==> src/core/rsoc_pkg.sv <==
package rsoc_pkg;
   // pad positions of the shared strap pins
   localparam int NPAD = 7;
   localparam int PAD_BOOT = 0;
   localparam int PAD_IRQ = 1;
   localparam int PAD_LINK = 2;
   localparam int PAD_CFGW = 3;
   localparam int PAD_TST1 = 4;
   localparam int PAD_TST2 = 5;
   localparam int PAD_TST3 = 6;

   // strap values when pins are left to the internal pulls
   localparam logic [NPAD-1:0] STRAP_DEFAULT = 7'h70;

   // pad resistor table, reset held versus normal operation
   localparam logic [NPAD-1:0] HOLD_PULL_DOWN = 7'h0F;
   localparam logic [NPAD-1:0] HOLD_PULL_UP = 7'h70;
   localparam logic [NPAD-1:0] RUN_PULL_UP = 7'h09;
   localparam logic [NPAD-1:0] RUN_DRIVEN = 7'h76;
   localparam logic [NPAD-1:0] ID_ZERO_ONLY = 7'h09;
   localparam logic [NPAD-1:0] ALL_ZERO = 7'h00;

   // pulls that apply at power-on reset without knowing the identifier
   localparam logic [NPAD-1:0] RESET_PULL_DOWN = 7'h06;
   localparam logic [NPAD-1:0] RESET_PULL_UP = 7'h70;

   // configuration registers guarded by the write strap
   localparam int NCFG = 2;
   localparam int CFG_SYS = 0;
   localparam int CFG_SDRAM = 1;

   // identifier width and the value that owns the id-gated pulls
   localparam int ID_W = 3;
   localparam logic [ID_W-1:0] ID_OWNER = 3'h0;

   // hand-back delay after the reset pin rises
   localparam int CLK_PERIOD_PS = 4000;
   localparam int RETURN_PS = 20000;
   localparam int RETURN_CYCLES = (RETURN_PS / CLK_PERIOD_PS) < 1 ? 1 :
                                  (RETURN_PS / CLK_PERIOD_PS);
   localparam int CNT_W = 8;
   localparam logic [CNT_W-1:0] CNT_ONE = 8'h01;
   localparam logic [CNT_W-1:0] CNT_ZERO = 8'h00;

   typedef enum logic [1:0] {
      RSOC_HELD,
      RSOC_SETTLE,
      RSOC_RUN
   } rsoc_phase_t;
endpackage : rsoc_pkg

==> src/core/rsoc_cfg_guard.sv <==
`timescale 1ns/10ps
module rsoc_cfg_guard #(
   parameter int NCFG = rsoc_pkg::NCFG
) (
   // clock and reset
   input wire logic clock,
   input wire logic reset,
   // phase and strap
   input wire logic open,
   input wire logic clear,
   input wire logic always_writable,
   // write requests and grants
   input wire logic [NCFG-1:0] cfg_wr,
   output logic [NCFG-1:0] cfg_wr_ok
);
   logic [NCFG-1:0] done;
   logic [NCFG-1:0] next_done;
   logic [NCFG-1:0] next_ok;

   always_comb begin
      // one write each unless the strap makes them always writable
      next_ok = cfg_wr & {NCFG{open}} & (always_writable ? {NCFG{1'b1}} : ~done);
      next_done = clear ? {NCFG{1'b0}} : (done | next_ok);
   end

   always_ff @(posedge clock or posedge reset) begin
      if (reset) begin
         done <= '0;
         cfg_wr_ok <= '0;
      end else begin
         done <= next_done;
         cfg_wr_ok <= next_ok;
      end
   end
endmodule : rsoc_cfg_guard

==> src/core/rsoc_pad_ctrl.sv <==
`timescale 1ns/10ps
module rsoc_pad_ctrl #(
   parameter int NPAD = rsoc_pkg::NPAD
) (
   // clock and reset
   input wire logic clock,
   input wire logic reset,
   // phase and identity
   input wire logic hold,
   input wire logic id_zero,
   // core function side
   input wire logic [NPAD-1:0] func_out,
   input wire logic [NPAD-1:0] func_oe,
   // pad side
   output logic [NPAD-1:0] pad_out,
   output logic [NPAD-1:0] pad_oe,
   output logic [NPAD-1:0] pad_pull_up,
   output logic [NPAD-1:0] pad_pull_down
);
   logic [NPAD-1:0] next_pad_out;
   logic [NPAD-1:0] next_pad_oe;
   logic [NPAD-1:0] next_pad_pull_up;
   logic [NPAD-1:0] next_pad_pull_down;
   logic [NPAD-1:0] id_mask;

   always_comb begin
      // id-gated pulls exist only on the owner device
      id_mask = id_zero ? {NPAD{1'b1}} : ~rsoc_pkg::ID_ZERO_ONLY;
      if (hold) begin
         next_pad_out = rsoc_pkg::ALL_ZERO;
         next_pad_oe = rsoc_pkg::ALL_ZERO;
         next_pad_pull_up = rsoc_pkg::HOLD_PULL_UP & id_mask;
         next_pad_pull_down = rsoc_pkg::HOLD_PULL_DOWN & id_mask;
      end else begin
         next_pad_out = func_out;
         next_pad_oe = func_oe;
         next_pad_pull_up = rsoc_pkg::RUN_PULL_UP & id_mask;
         next_pad_pull_down = rsoc_pkg::ALL_ZERO;
      end
   end

   always_ff @(posedge clock or posedge reset) begin
      if (reset) begin
         pad_out <= rsoc_pkg::ALL_ZERO;
         pad_oe <= rsoc_pkg::ALL_ZERO;
         pad_pull_up <= rsoc_pkg::RESET_PULL_UP;
         pad_pull_down <= rsoc_pkg::RESET_PULL_DOWN;
      end else begin
         pad_out <= next_pad_out;
         pad_oe <= next_pad_oe;
         pad_pull_up <= next_pad_pull_up;
         pad_pull_down <= next_pad_pull_down;
      end
   end
endmodule : rsoc_pad_ctrl

==> src/core/rsoc_top.sv <==
`timescale 1ns/10ps
// Behaviour
// - sample all straps at reset pin rise
// - hold sampled strap levels in latches
// - hand pins back to function shortly after
// - weak default pulls while reset held
// - boot strap: 0 boot memory, 1 wait
// - irq strap: 0 off/level, 1 on/edge
// - link strap: 0 one-bit, 1 four-bit width
// - write strap: 0 write once, 1 always
// - pad resistor chosen from reset level
// - boot and lock pads pulled on id 0
module rsoc_top #(
   parameter int NPAD = rsoc_pkg::NPAD,
   parameter int NCFG = rsoc_pkg::NCFG,
   parameter int RETURN_CYCLES = rsoc_pkg::RETURN_CYCLES
) (
   // clock and reset
   input wire logic clock,
   input wire logic reset,
   // device reset pin and identity
   input wire logic rst_in_n,
   input wire logic [rsoc_pkg::ID_W-1:0] mp_id,
   // shared pads
   input wire logic [NPAD-1:0] pad_in,
   output logic [NPAD-1:0] pad_out,
   output logic [NPAD-1:0] pad_oe,
   output logic [NPAD-1:0] pad_pull_up,
   output logic [NPAD-1:0] pad_pull_down,
   // normal pin functions from the core
   input wire logic [NPAD-1:0] func_out,
   input wire logic [NPAD-1:0] func_oe,
   // captured options and hand-back status
   output logic boot_source_strap,
   output logic interrupt_enable_strap,
   output logic link_width_strap,
   output logic config_write_strap,
   output logic test_strap_one,
   output logic test_strap_two,
   output logic test_strap_three,
   output logic pin_normal,
   // guarded configuration writes
   input wire logic [NCFG-1:0] cfg_wr,
   output logic [NCFG-1:0] cfg_wr_ok
);
   rsoc_pkg::rsoc_phase_t phase;
   rsoc_pkg::rsoc_phase_t next_phase;
   logic rst_prev;
   logic next_rst_prev;
   logic rise;
   logic [NPAD-1:0] strap;
   logic [NPAD-1:0] next_strap;
   logic [rsoc_pkg::CNT_W-1:0] cnt;
   logic [rsoc_pkg::CNT_W-1:0] next_cnt;
   logic next_pin_normal;
   logic id_zero;

   assign rise = rst_in_n & ~rst_prev;
   assign id_zero = (mp_id == rsoc_pkg::ID_OWNER);

   // release edge detect and strap latch
   always_comb begin
      next_rst_prev = rst_in_n;
      next_strap = strap;
      if (rise) begin
         next_strap = pad_in;
      end
   end

   always_ff @(posedge clock or posedge reset) begin
      if (reset) begin
         rst_prev <= 1'b0;
         strap <= rsoc_pkg::STRAP_DEFAULT;
      end else begin
         rst_prev <= next_rst_prev;
         strap <= next_strap;
      end
   end

   // option outputs, meaning of each is taken up by its consumer
   assign boot_source_strap = strap[rsoc_pkg::PAD_BOOT];
   assign interrupt_enable_strap = strap[rsoc_pkg::PAD_IRQ];
   assign link_width_strap = strap[rsoc_pkg::PAD_LINK];
   assign config_write_strap = strap[rsoc_pkg::PAD_CFGW];
   assign test_strap_one = strap[rsoc_pkg::PAD_TST1];
   assign test_strap_two = strap[rsoc_pkg::PAD_TST2];
   assign test_strap_three = strap[rsoc_pkg::PAD_TST3];

   // phase sequencer: held, settle, run
   always_comb begin
      next_phase = phase;
      next_cnt = cnt;
      case (phase)
         rsoc_pkg::RSOC_HELD: begin
            next_cnt = rsoc_pkg::CNT_ZERO;
            if (rise) begin
               next_phase = rsoc_pkg::RSOC_SETTLE;
               next_cnt = RETURN_CYCLES[rsoc_pkg::CNT_W-1:0];
            end
         end
         rsoc_pkg::RSOC_SETTLE: begin
            next_cnt = cnt - rsoc_pkg::CNT_ONE;
            if (cnt == rsoc_pkg::CNT_ONE) begin
               next_phase = rsoc_pkg::RSOC_RUN;
            end
         end
         rsoc_pkg::RSOC_RUN: begin
            next_cnt = rsoc_pkg::CNT_ZERO;
         end
         default: begin
            next_phase = rsoc_pkg::RSOC_HELD;
            next_cnt = rsoc_pkg::CNT_ZERO;
         end
      endcase
      if (!rst_in_n) begin
         next_phase = rsoc_pkg::RSOC_HELD;
         next_cnt = rsoc_pkg::CNT_ZERO;
      end
      next_pin_normal = (next_phase == rsoc_pkg::RSOC_RUN);
   end

   always_ff @(posedge clock or posedge reset) begin
      if (reset) begin
         phase <= rsoc_pkg::RSOC_HELD;
         cnt <= rsoc_pkg::CNT_ZERO;
         pin_normal <= 1'b0;
      end else begin
         phase <= next_phase;
         cnt <= next_cnt;
         pin_normal <= next_pin_normal;
      end
   end

   // pads keep strap pulls until hand-back
   rsoc_pad_ctrl #(
      .NPAD(NPAD)
   ) rsoc_pad_ctrl_inst (
      .clock(clock),
      .reset(reset),
      .hold(!next_pin_normal),
      .id_zero(id_zero),
      .func_out(func_out),
      .func_oe(func_oe),
      .pad_out(pad_out),
      .pad_oe(pad_oe),
      .pad_pull_up(pad_pull_up),
      .pad_pull_down(pad_pull_down)
   );

   rsoc_cfg_guard #(
      .NCFG(NCFG)
   ) rsoc_cfg_guard_inst (
      .clock(clock),
      .reset(reset),
      .open(pin_normal),
      .clear(!pin_normal),
      .always_writable(config_write_strap),
      .cfg_wr(cfg_wr),
      .cfg_wr_ok(cfg_wr_ok)
   );

   // checks
   localparam int RET_DLY = RETURN_CYCLES + 1;
   logic sys_seen;

   // pull mask with the id-gated pads removed off the owner device
   function automatic logic [NPAD-1:0] id_gate(input logic [rsoc_pkg::ID_W-1:0] id);
      return (id == rsoc_pkg::ID_OWNER) ? {NPAD{1'b1}} : ~rsoc_pkg::ID_ZERO_ONLY;
   endfunction : id_gate

   always_ff @(posedge clock or posedge reset) begin
      if (reset) begin
         sys_seen <= 1'b0;
      end else if (!pin_normal) begin
         sys_seen <= 1'b0;
      end else if (cfg_wr_ok[rsoc_pkg::CFG_SYS]) begin
         sys_seen <= 1'b1;
      end
   end
endmodule : rsoc_top

==> config.mk <==
export PLATFORM = sky130hd
export DESIGN_NAME = rsoc_top
export DESIGN_NICKNAME = d
export VERILOG_FILES = /design/src/core/rsoc_pkg.sv /design/src/core/rsoc_cfg_guard.sv /design/src/core/rsoc_pad_ctrl.sv /design/src/core/rsoc_top.sv
export SDC_FILE = /design/constraint.sdc
export NUM_CORES = 1
export LEC_CHECK = 0
export BUFFER_PORTS_ARGS = -buffer_cell sky130_fd_sc_hd__buf_2
export CAP_MARGIN = 10
export CORE_MARGIN = 1.5
export CORE_UTILIZATION = 50
export DETAILED_ROUTE_END_ITERATION = 7
export GPL_ROUTABILITY_DRIVEN = 0
export PLACE_DENSITY = 0.82
export SKIP_CTS_REPAIR_TIMING = 1
export SLEW_MARGIN = 25
export SYNTH_ARGS = -nofsm -noshare
export SYNTH_HDL_FRONTEND = slang
export SYNTH_SLANG_ARGS = --single-unit
==> constraint.sdc <==
create_clock -name clock -period 5.25 [get_ports clock]
set_input_delay 0.2625 -clock clock [delete_from_list [all_inputs] [get_ports clock]]
set_output_delay 0.2625 -clock clock [all_outputs]
set_load 0.01 [all_outputs]
==> results of run 1 <==
## cells in the mapped netlist
library cell / count
a21boi_0: 7
a21boi_2: 8
a21oi_1: 8
and2_2: 1
and3_2: 1
and3b_1: 1
buf_12: 1
buf_4: 11
buf_6: 1
clkbuf_1: 2
conb_1: 1
dfrtp_1: 36
dfstp_2: 4
ha_1: 2
inv_1: 5
mux2_2: 6
nand2_1: 6
nand2b_1: 1
nand3b_1: 3
nor2_1: 3
nor2b_1: 1
nor3_1: 1
nor3b_1: 1
o211ai_1: 1
o21a_1: 2
o21ai_0: 3
o31ai_1: 1
or3_1: 3
or3_2: 1
or3b_2: 1
or4_2: 2
or4_4: 1
xnor2_1: 2
## routing by layer
| layer | global-route usage | vias to the layer above |
|---|---|---|
| li1 | - | 535 |
| met5 | 0 | - |
| met3 | 0.04478 | 3 |
| met4 | 0.06211 | 0 |
| met2 | 0.2934 | 27 |
| met1 | 0.2119 | 528 |
## tightest hold or removal path, delay by kind of cell
family | cells | cell delay [ns]
buf+inv | 3 | 0.53
## final cells by class
class | count | area, µm²
fill | 254 | 1095
sequential | 40 | 1006
multi-input combinational | 72 | 525.5
timing repair buffer | 62 | 312.8
tap | 44 | 55.05
clock buffer | 6 | 51.30
clock inverter | 2 | 38.79
inverter | 5 | 18.77
## where the power goes
group / internal [mW] / switching, mW / leakage (nW)
logic: 0.0427 / 0.0440 / 0.491
clock network: 0.114 / 0.0986 / 0.0484
registers: 0.329 / 0.0125 / 0.527
total: 0.486 / 0.155 / 1.07
## logic make-up (layout without fill, tap and decap cells)
family / after synthesis / count (layout) / synth area share
DFF: 40 / 40 / 0.6072
AOI/OAI and AO/OA: 30 / 30 / 0.1375
and+or+nand+nor: 27 / 27 / 0.1020
buffers and inverters: 20 / 75 / 0.08460
muxes: 6 / 6 / 0.04078
adders and majority gates: 2 / 2 / 0.01510
xor gates and xnor gates: 2 / 2 / 0.01058
other: 1 / 5 / 0.002264
## metrics by stage
step	total power, mW	utilization
2_1_floorplan	0.4061	-
3_3_place_gp	0.4298	0.6181
3_5_place_dp	0.4354	0.6181
4_1_cts	0.6483	0.6472
5_1_grt	0.6757	0.6472
6_report	0.6411	0.6472
## worst max-delay path by stage
stage | end | slack (ns) | cells after the start
global route | rsoc_pad_ctrl_inst.pad_oe[1]$_DFF_PP0_ | 2.94 | 5
detailed placement | rsoc_pad_ctrl_inst.pad_pull_down[0]$_DFF_PP0_ | 3.07 | 5
global placement | rsoc_pad_ctrl_inst.pad_pull_down[0]$_DFF_PP0_ | 3.12 | 5
floorplan | rsoc_pad_ctrl_inst.pad_oe[4]$_DFF_PP0_ | 3.43 | 7
CTS | rsoc_pad_ctrl_inst.pad_pull_down[0]$_DFF_PP0_ | 3.05 | 5
finish | rsoc_pad_ctrl_inst.pad_pull_down[0]$_DFF_PP0_ | 3.06 | 5
## sequential cells by signal, indices dropped and copies added (netlist names)
signal / cells
cnt: 8
phase: 2
pin_normal: 1
rsoc_cfg_guard_inst.cfg_wr_ok: 2
rsoc_cfg_guard_inst.done: 2
rsoc_pad_ctrl_inst.pad_oe: 7
rsoc_pad_ctrl_inst.pad_out: 7
rsoc_pad_ctrl_inst.pad_pull_down: 2
rsoc_pad_ctrl_inst.pad_pull_up: 1
rst_prev: 1
strap: 7
==> results.tsv, run 1 <==
metric	value	unit
grt_pass1_wl	4602	µm
die_area	3668	µm²
die_height	60.56	µm
die_w	60.56	µm
setup_viol	0	
diodes	0	
reg2reg_from	cnt[1]$_DFF_PP0_	
layout-drive-gt1-share	0.5080	
cts_tree	done	
synth_area_leaders	dfrtp_1, dfstp_2, a21boi_2	
rsz0062_at_grt	no	
ios	67	
fin_nets	217	
syn_area_per_cell	12.94	µm²
grt_usage	0.1720	
hold_viol	0	
required	5.49	ns
wl	2818	µm
setup.worst_path.start	cnt[1]$_DFF_PP0_	
hold_class	in2async	
setup_tns	0	ns
drtIter0Drc	18	
portBuffers	61	
dr.max_layer_used	met4	
cp_top_family	simple AND/OR/NAND/NOR gates	
route.detailed.drc	0	
cts_buffer_depth	2	
rrSetupSlack	3.06	ns
ff2ff_path_depth	5	
outcome	completed	
clock_sinks	40	
first_pass_iters	4	
antenna_left	0	
path_max_fanout	19	
finalHoldWorstSlack	0.002816	ns
dpl.hpwl	2162	µm
powerDensity	319.3	nW/µm²
slowest_stage	or3_1	
htreeDepth	2	
r2r_end	rsoc_pad_ctrl_inst.pad_pull_down[0]$_DFF_PP0_	
dr_wl_met2	1509	µm
place_inst	223	
fin_area	2008	µm²
critPathBufInv	1	
met1Wirelength	1149	µm
grt_pass1_vias	1088	
instances_no_fill	231	
synth_cells	128	
numCtsBuffers	5	
cpPeakStageDelay	0.66	ns
arrival	2.43	ns
clkLatencyLatePin	0.34	ns
leakage	1.066	nW
finClkSkew	0.004096	ns
root_buffer	clkbuf_4	
yosys_warnings	0	
synthesis.area	1657	µm²
endpoint_kind	flop	
peakVddDrop	217.6	µV
grt_max_degree	41	
wire_per_inst	12.20	µm
mostFrequentLayoutCells	buf_2, dfrtp_1, a21oi_1, a21boi_2, a21boi_0	
period_share	0.4178	
min_period	2.194	ns
rows	20	
place_ws	3.067	ns
synth_top_area_share	0.5438	
yosysUniqueCellTypes	33	
antenna_found_initial	0	
drv_slew	0	
setup_ws	3.056	ns
start_util	0.5339	
dr_wl_met3	145	µm
clkTransAtPathRegs	0.12	ns
relSlewSlack	0.4823	
yosysSeqAreaShare	0.6073	
placed_cell_area	1918	µm²
synth_area_leader_cell	dfrtp_1	
path_class	reg2reg	
max_cap_viol_count	0	
ys_ff_latch	40	
synthToLayoutAreaGrowth	21.22	%
grt_overflow	0	
path_cells	inv_1 -> ha_1 -> or3b_2 -> or3_1 -> and3_2	
max_freq	0.4559	GHz
viasPerCell	4.732	
mostFrequentLayoutCell	buf_2	
vias	1093	
tightest_slew	0.7743	ns
worst_setup_path_start_kind	flop	
floorplan.core_area	3103	µm²
Note: power is estimated with default switching activity, not from simulation.
==> inputs of run 2 (changes only) <==
--- a/config.mk
+++ b/config.mk
@@ -8,10 +8,10 @@
 export BUFFER_PORTS_ARGS = -buffer_cell sky130_fd_sc_hd__buf_2
 export CAP_MARGIN = 10
 export CORE_MARGIN = 1.5
-export CORE_UTILIZATION = 50
+export CORE_UTILIZATION = 47
 export DETAILED_ROUTE_END_ITERATION = 7
 export GPL_ROUTABILITY_DRIVEN = 0
-export PLACE_DENSITY = 0.82
+export PLACE_DENSITY = 0.78
 export SKIP_CTS_REPAIR_TIMING = 1
 export SLEW_MARGIN = 25
 export SYNTH_ARGS = -nofsm -noshare
==> constraint.sdc (replaced) <==
create_clock -name clock -period 2.25 [get_ports clock]
set_input_delay 0.1125 -clock clock [delete_from_list [all_inputs] [get_ports clock]]
set_output_delay 0.1125 -clock clock [all_outputs]
set_load 0.01 [all_outputs]
==> results.tsv, run 2 (same netlist as run 1, synthesis figures left out) <==
metric	value	unit
diodes	0	
die_height	62.37	µm
dr.max_layer_used	met4	
worst_setup_path_start_kind	flop	
ff2ff_path_depth	6	
violations	negative hold slack	
mostFrequentLayoutCell	buf_2	
setup_tns	0	ns
drv_slew	0	
grt_overflow	0	
fin_nets	241	
hp-start	func_out[0]	
largest_reg_flops	8	
clkTransAtPathRegs	0.12	ns
dr_wl_met3	131	µm
wire_per_inst	13.61	µm
hold_depth	2	
fillerInstances	268	
min_period	2.090	ns
setup_viol	0	
vias	1246	
die_w	62.37	µm
grt_pass1_wl	5161	µm
outcome	finished with violations	
place_inst	226	
start_util	0.4926	
dpl.hpwl	2257	µm
cts_tree	done	
viasPerCell	4.848	
ff_latch_area	1006	µm²
antenna_found_initial	0	
top_register	cnt	
rrSetupSlack	0.16	ns
htreeDepth	2	
switchingPower	379.9	µW
hold_class	in2reg	
seq_power_share	0.530	
hold_viol	1	
relSlewSlack	0.4274	
mostFrequentLayoutCells	buf_2, dfrtp_1, dlygate4sd3_1, a21oi_1, a21boi_2	
fin_area	2238	µm²
max_freq	0.4784	GHz
r2r_end	rsoc_pad_ctrl_inst.pad_out[1]$_DFF_PP0_	
route.detailed.drc	0	
reg2reg_from	cnt[1]$_DFF_PP0_	
wl	3497	µm
finalHoldWorstSlack	-0.001342	ns
grt_pass1_vias	1191	
placed_cell_area	1928	µm²
die_area	3890	µm²
portBuffers	61	
clkPwrFrac	0.311	
period_share	0.9290	
dr_wl_met2	1918	µm
clkLatencyLatePin	0.35	ns
antenna_left	0	
tightest_slew	0.8563	ns
required	2.52	ns
path_class	reg2reg	
hold_path_end	rsoc_pad_ctrl_inst.pad_out[0]$_DFF_PP0_	
instances_no_fill	257	
drtIter0Drc	25	
layout-drive-gt1-share	0.4550	
root_buffer	clkbuf_4	
cts_buffer_depth	2	
clock_sinks	40	
grt_max_degree	41	
path_max_fanout	10	
max_cap_viol_count	0	
rows	21	
numCtsBuffers	5	
first_pass_iters	4	
met1Wirelength	1331	µm
rsz0062_at_grt	no	
arrival	2.36	ns
p_total	1.506	mW
multiInputGateArea	525.5	µm²
finClkSkew	0.005520	ns
switching_share	0.2523	
peakVddDrop	460.4	µV
ios	67	
intPower	1.126	mW
grt_usage	0.1738	
powerDensity	672.8	nW/µm²
endpoint_kind	flop	
synthToLayoutAreaGrowth	35.12	%
floorplan.core_area	3363	µm²
leakage	1.159	nW
combPwrFrac	0.159	
[run 2: layout make-up]
class / count / share of cell area
clock buffers: 5 / 0.01677
clock inverters: 3 / 0.01901
inverters: 5 / 0.008385
multi-input cells: 72 / 0.2348
flip-flops and latches: 40 / 0.4494
well taps: 46 / 0.02571
repair buffers: 86 / 0.2459
[run 2: metrics by stage]
step / hold slack [ns] / utilization / setup slack (ns)
finish: -0.001342 / 0.6656 / 0.1598
global route: 0.002185 / 0.6656 / 0.05031
CTS: -0.1395 / 0.5971 / 0.1711
detailed placement: 0.2617 / 0.5733 / 0.1976
global placement: 0.2393 / 0.5733 / 0.3014
floorplan: 0.1439 / - / 0.4268
[run 2: how the worst max path moves through the flow]
stage | from | end | depth (start not counted) | slack, ns
final | cnt[1]$_DFF_PP0_ | rsoc_pad_ctrl_inst.pad_out[1]$_DFF_PP0_ | 6 | 0.16
after global routing | cnt[1]$_DFF_PP0_ | rsoc_pad_ctrl_inst.pad_out[0]$_DFF_PP0_ | 6 | 0.05
after CTS | cnt[1]$_DFF_PP0_ | rsoc_pad_ctrl_inst.pad_out[1]$_DFF_PP0_ | 6 | 0.17
after detailed placement | cnt[1]$_DFF_PP0_ | rsoc_pad_ctrl_inst.pad_oe[5]$_DFF_PP0_ | 6 | 0.20
after global placement | cnt[1]$_DFF_PP0_ | rsoc_pad_ctrl_inst.pad_out[2]$_DFF_PP0_ | 6 | 0.30
after floorplan | cnt[1]$_DFF_PP0_ | rsoc_pad_ctrl_inst.pad_oe[4]$_DFF_PP0_ | 7 | 0.43
[run 2: metal layers]
metal | track usage | vias up
met5 | 0 | -
met4 | 0.1278 | 0
met3 | 0.04324 | 13
met2 | 0.2962 | 35
met1 | 0.1877 | 613
li1 | - | 585
[run 2: power groups by stage]
| stage | Clock [mW] | Sequential [mW] | Combinational [mW] |
|---|---|---|---|
| 4_1_cts | 0.484 | 0.797 | 0.208 |
| 2_1_floorplan | 0 | 0.821 | 0.127 |
| 6_report | 0.468 | 0.798 | 0.240 |
| 3_5_place_dp | 0 | 0.812 | 0.207 |
| 3_3_place_gp | 0 | 0.807 | 0.195 |
| 5_1_grt | 0.507 | 0.806 | 0.263 |
[run 2: worst max-delay path, stage by stage, from the launching register on]
cell	delay, ns
dfrtp_1	0.42
inv_1	0.09
ha_1	0.15
or3b_2	0.46
or3_1	0.49
buf_4	0.25
a21boi_2	0.15
==> inputs of run 3 (changes only) <==
==> constraint.sdc (replaced) <==
create_clock -name clock -period 2.25 [get_ports clock]
set_input_delay 0.675 -clock clock [delete_from_list [all_inputs] [get_ports clock]]
set_output_delay 0.675 -clock clock [all_outputs]
set_load 0.01 [all_outputs]
==> results.tsv, run 3 (same netlist as run 1, synthesis figures left out) <==
metric	value	unit
outcome	completed	
route.detailed.drc	0	
wl	2970	µm
powerDensity	723.2	nW/µm²
p_total	1.463	mW
grt_pass1_wl	4968	µm
reg2reg_from	cnt[1]$_DFF_PP0_	
floorplan.core_area	3363	µm²
portBuffers	61	
placed_cell_area	1943	µm²
intPower	1.101	mW
switching_share	0.2474	
top_register	cnt	
start_util	0.4926	
busiest_layer	met2	
period_share	0.9185	
required	2.53	ns
r2r_end	rsoc_pad_ctrl_inst.pad_out[1]$_DFF_PP0_	
leakage	1.073	nW
largest_reg_flops	8	
crit_path_end	rsoc_pad_ctrl_inst.pad_out[1]$_DFF_PP0_	
setup_tns	0	ns
grt_use_met1	0.1926	
layout-drive-gt1-share	0.5158	
fillerInstances	277	
gr-usage-met2	0.2731	
root_buffer	clkbuf_4	
numCtsBuffers	5	
drtIter0Drc	13	
finalHoldWorstSlack	0.4314	ns
switchingPower	362.0	µW
hold_viol	0	
setup.worst_path.start	cnt[1]$_DFF_PP0_	
grt_max_degree	41	
seq_power_share	0.546	
clkPwrFrac	0.315	
arrival	2.35	ns
path_class	reg2reg	
antenna_left	0	
path_cells	inv_1 -> ha_1 -> or3b_2 -> or3_1 -> buf_4 -> a21boi_2	
finClkSkew	0.005392	ns
path_max_fanout	10	
cts_buffer_depth	2	
cts_tree	done	
multiInputGateArea	525.5	µm²
setup_viol	0	
viasPerCell	4.686	
clkLatencyLatePin	0.34	ns
ff_latch_area	1006	µm²
mostFrequentLayoutCells	buf_2, dfrtp_1, a21oi_1, a21boi_2, a21boi_0	
fin_nets	220	
rrSetupSlack	0.18	ns
cpPeakStageDelay	0.49	ns
max_freq	0.4839	GHz
fin_area	2023	µm²
die_height	62.37	µm
vias	1106	
setup_ws	0.1834	ns
slowest_stage	or3_1	
worst_setup_path_start_kind	flop	
drv_slew	0	
grt_usage	0.1663	
grt_pass1_vias	1152	
hold_class	in2async	
rows	21	
rsz0062_at_grt	no	
synthToLayoutAreaGrowth	22.13	%
clkTransAtPathRegs	0.11	ns
max_cap_viol_count	0	
diodes	0	
ff2ff_path_depth	6	
wire_per_inst	12.58	µm
htreeDepth	2	
dpl.hpwl	2226	µm
die_w	62.37	µm
grt_overflow	0	
first_pass_iters	4	
place_ws	0.1885	ns
min_period	2.067	ns
die_area	3890	µm²
met3_usage	0.05766	
ios	67	
antenna_found_initial	0	
endpoint_kind	flop	
peakVddDrop	540.5	µV
clock_sinks	40	
combPwrFrac	0.139	
mostFrequentLayoutCell	buf_2	
[run 3: layout make-up]
class	count	share of cell area
multi-input cells	72	0.2597
clock inverters	3	0.02103
well taps	46	0.02845
clock buffers	5	0.01855
repair buffers	65	0.1657
inverters	5	0.009276
flip-flops and latches	40	0.4972
[run 3: layer usage]
metal,share of wire,vias to the layer above
li1,-,541
met1,0.42,533
met2,0.52,26
met3,0.044,6
met4,0.017,0
met5,0,-
[run 3: worst max-delay path: cells and delay by family, from the launching register on]
kind / cells / cell delay [ns]
AND/OR/NAND/NOR: 2 / 0.94
flip-flops: 1 / 0.43
buffers and inverters: 2 / 0.35
AO/OA/AOI/OAI: 1 / 0.15
adder cells (fa/ha/maj): 1 / 0.14
[run 3: worst min-delay path by stage]
stage | end | slack, ns | cells past startpoint
after floorplan | rsoc_cfg_guard_inst.cfg_wr_ok[0]$_DFF_PP0_ | 0.42 | 1
after global placement | rsoc_cfg_guard_inst.cfg_wr_ok[0]$_DFF_PP0_ | 0.42 | 1
after detailed placement | rsoc_cfg_guard_inst.cfg_wr_ok[0]$_DFF_PP0_ | 0.44 | 1
after CTS | strap[3]$_DFFE_PP0P_ | 0.44 | 3
after global routing | rsoc_cfg_guard_inst.cfg_wr_ok[0]$_DFF_PP0_ | 0.46 | 1
final | strap[3]$_DFFE_PP0P_ | 0.43 | 3
[run 3: stage by stage]
stage / util / instances
floorplan: - / 132
global placement: 0.5778 / 228
detailed placement: 0.5778 / 228
CTS: 0.6016 / 236
global route: 0.6016 / 236
finish: 0.6016 / 236
[run 3: power groups by stage]
stage	clock [mW]	sequential [mW]	combinational, mW
floorplan	0	0.821	0.127
global placement	0	0.807	0.197
detailed placement	0	0.812	0.205
CTS	0.476	0.798	0.206
global route	0.513	0.806	0.225
finish	0.461	0.798	0.203
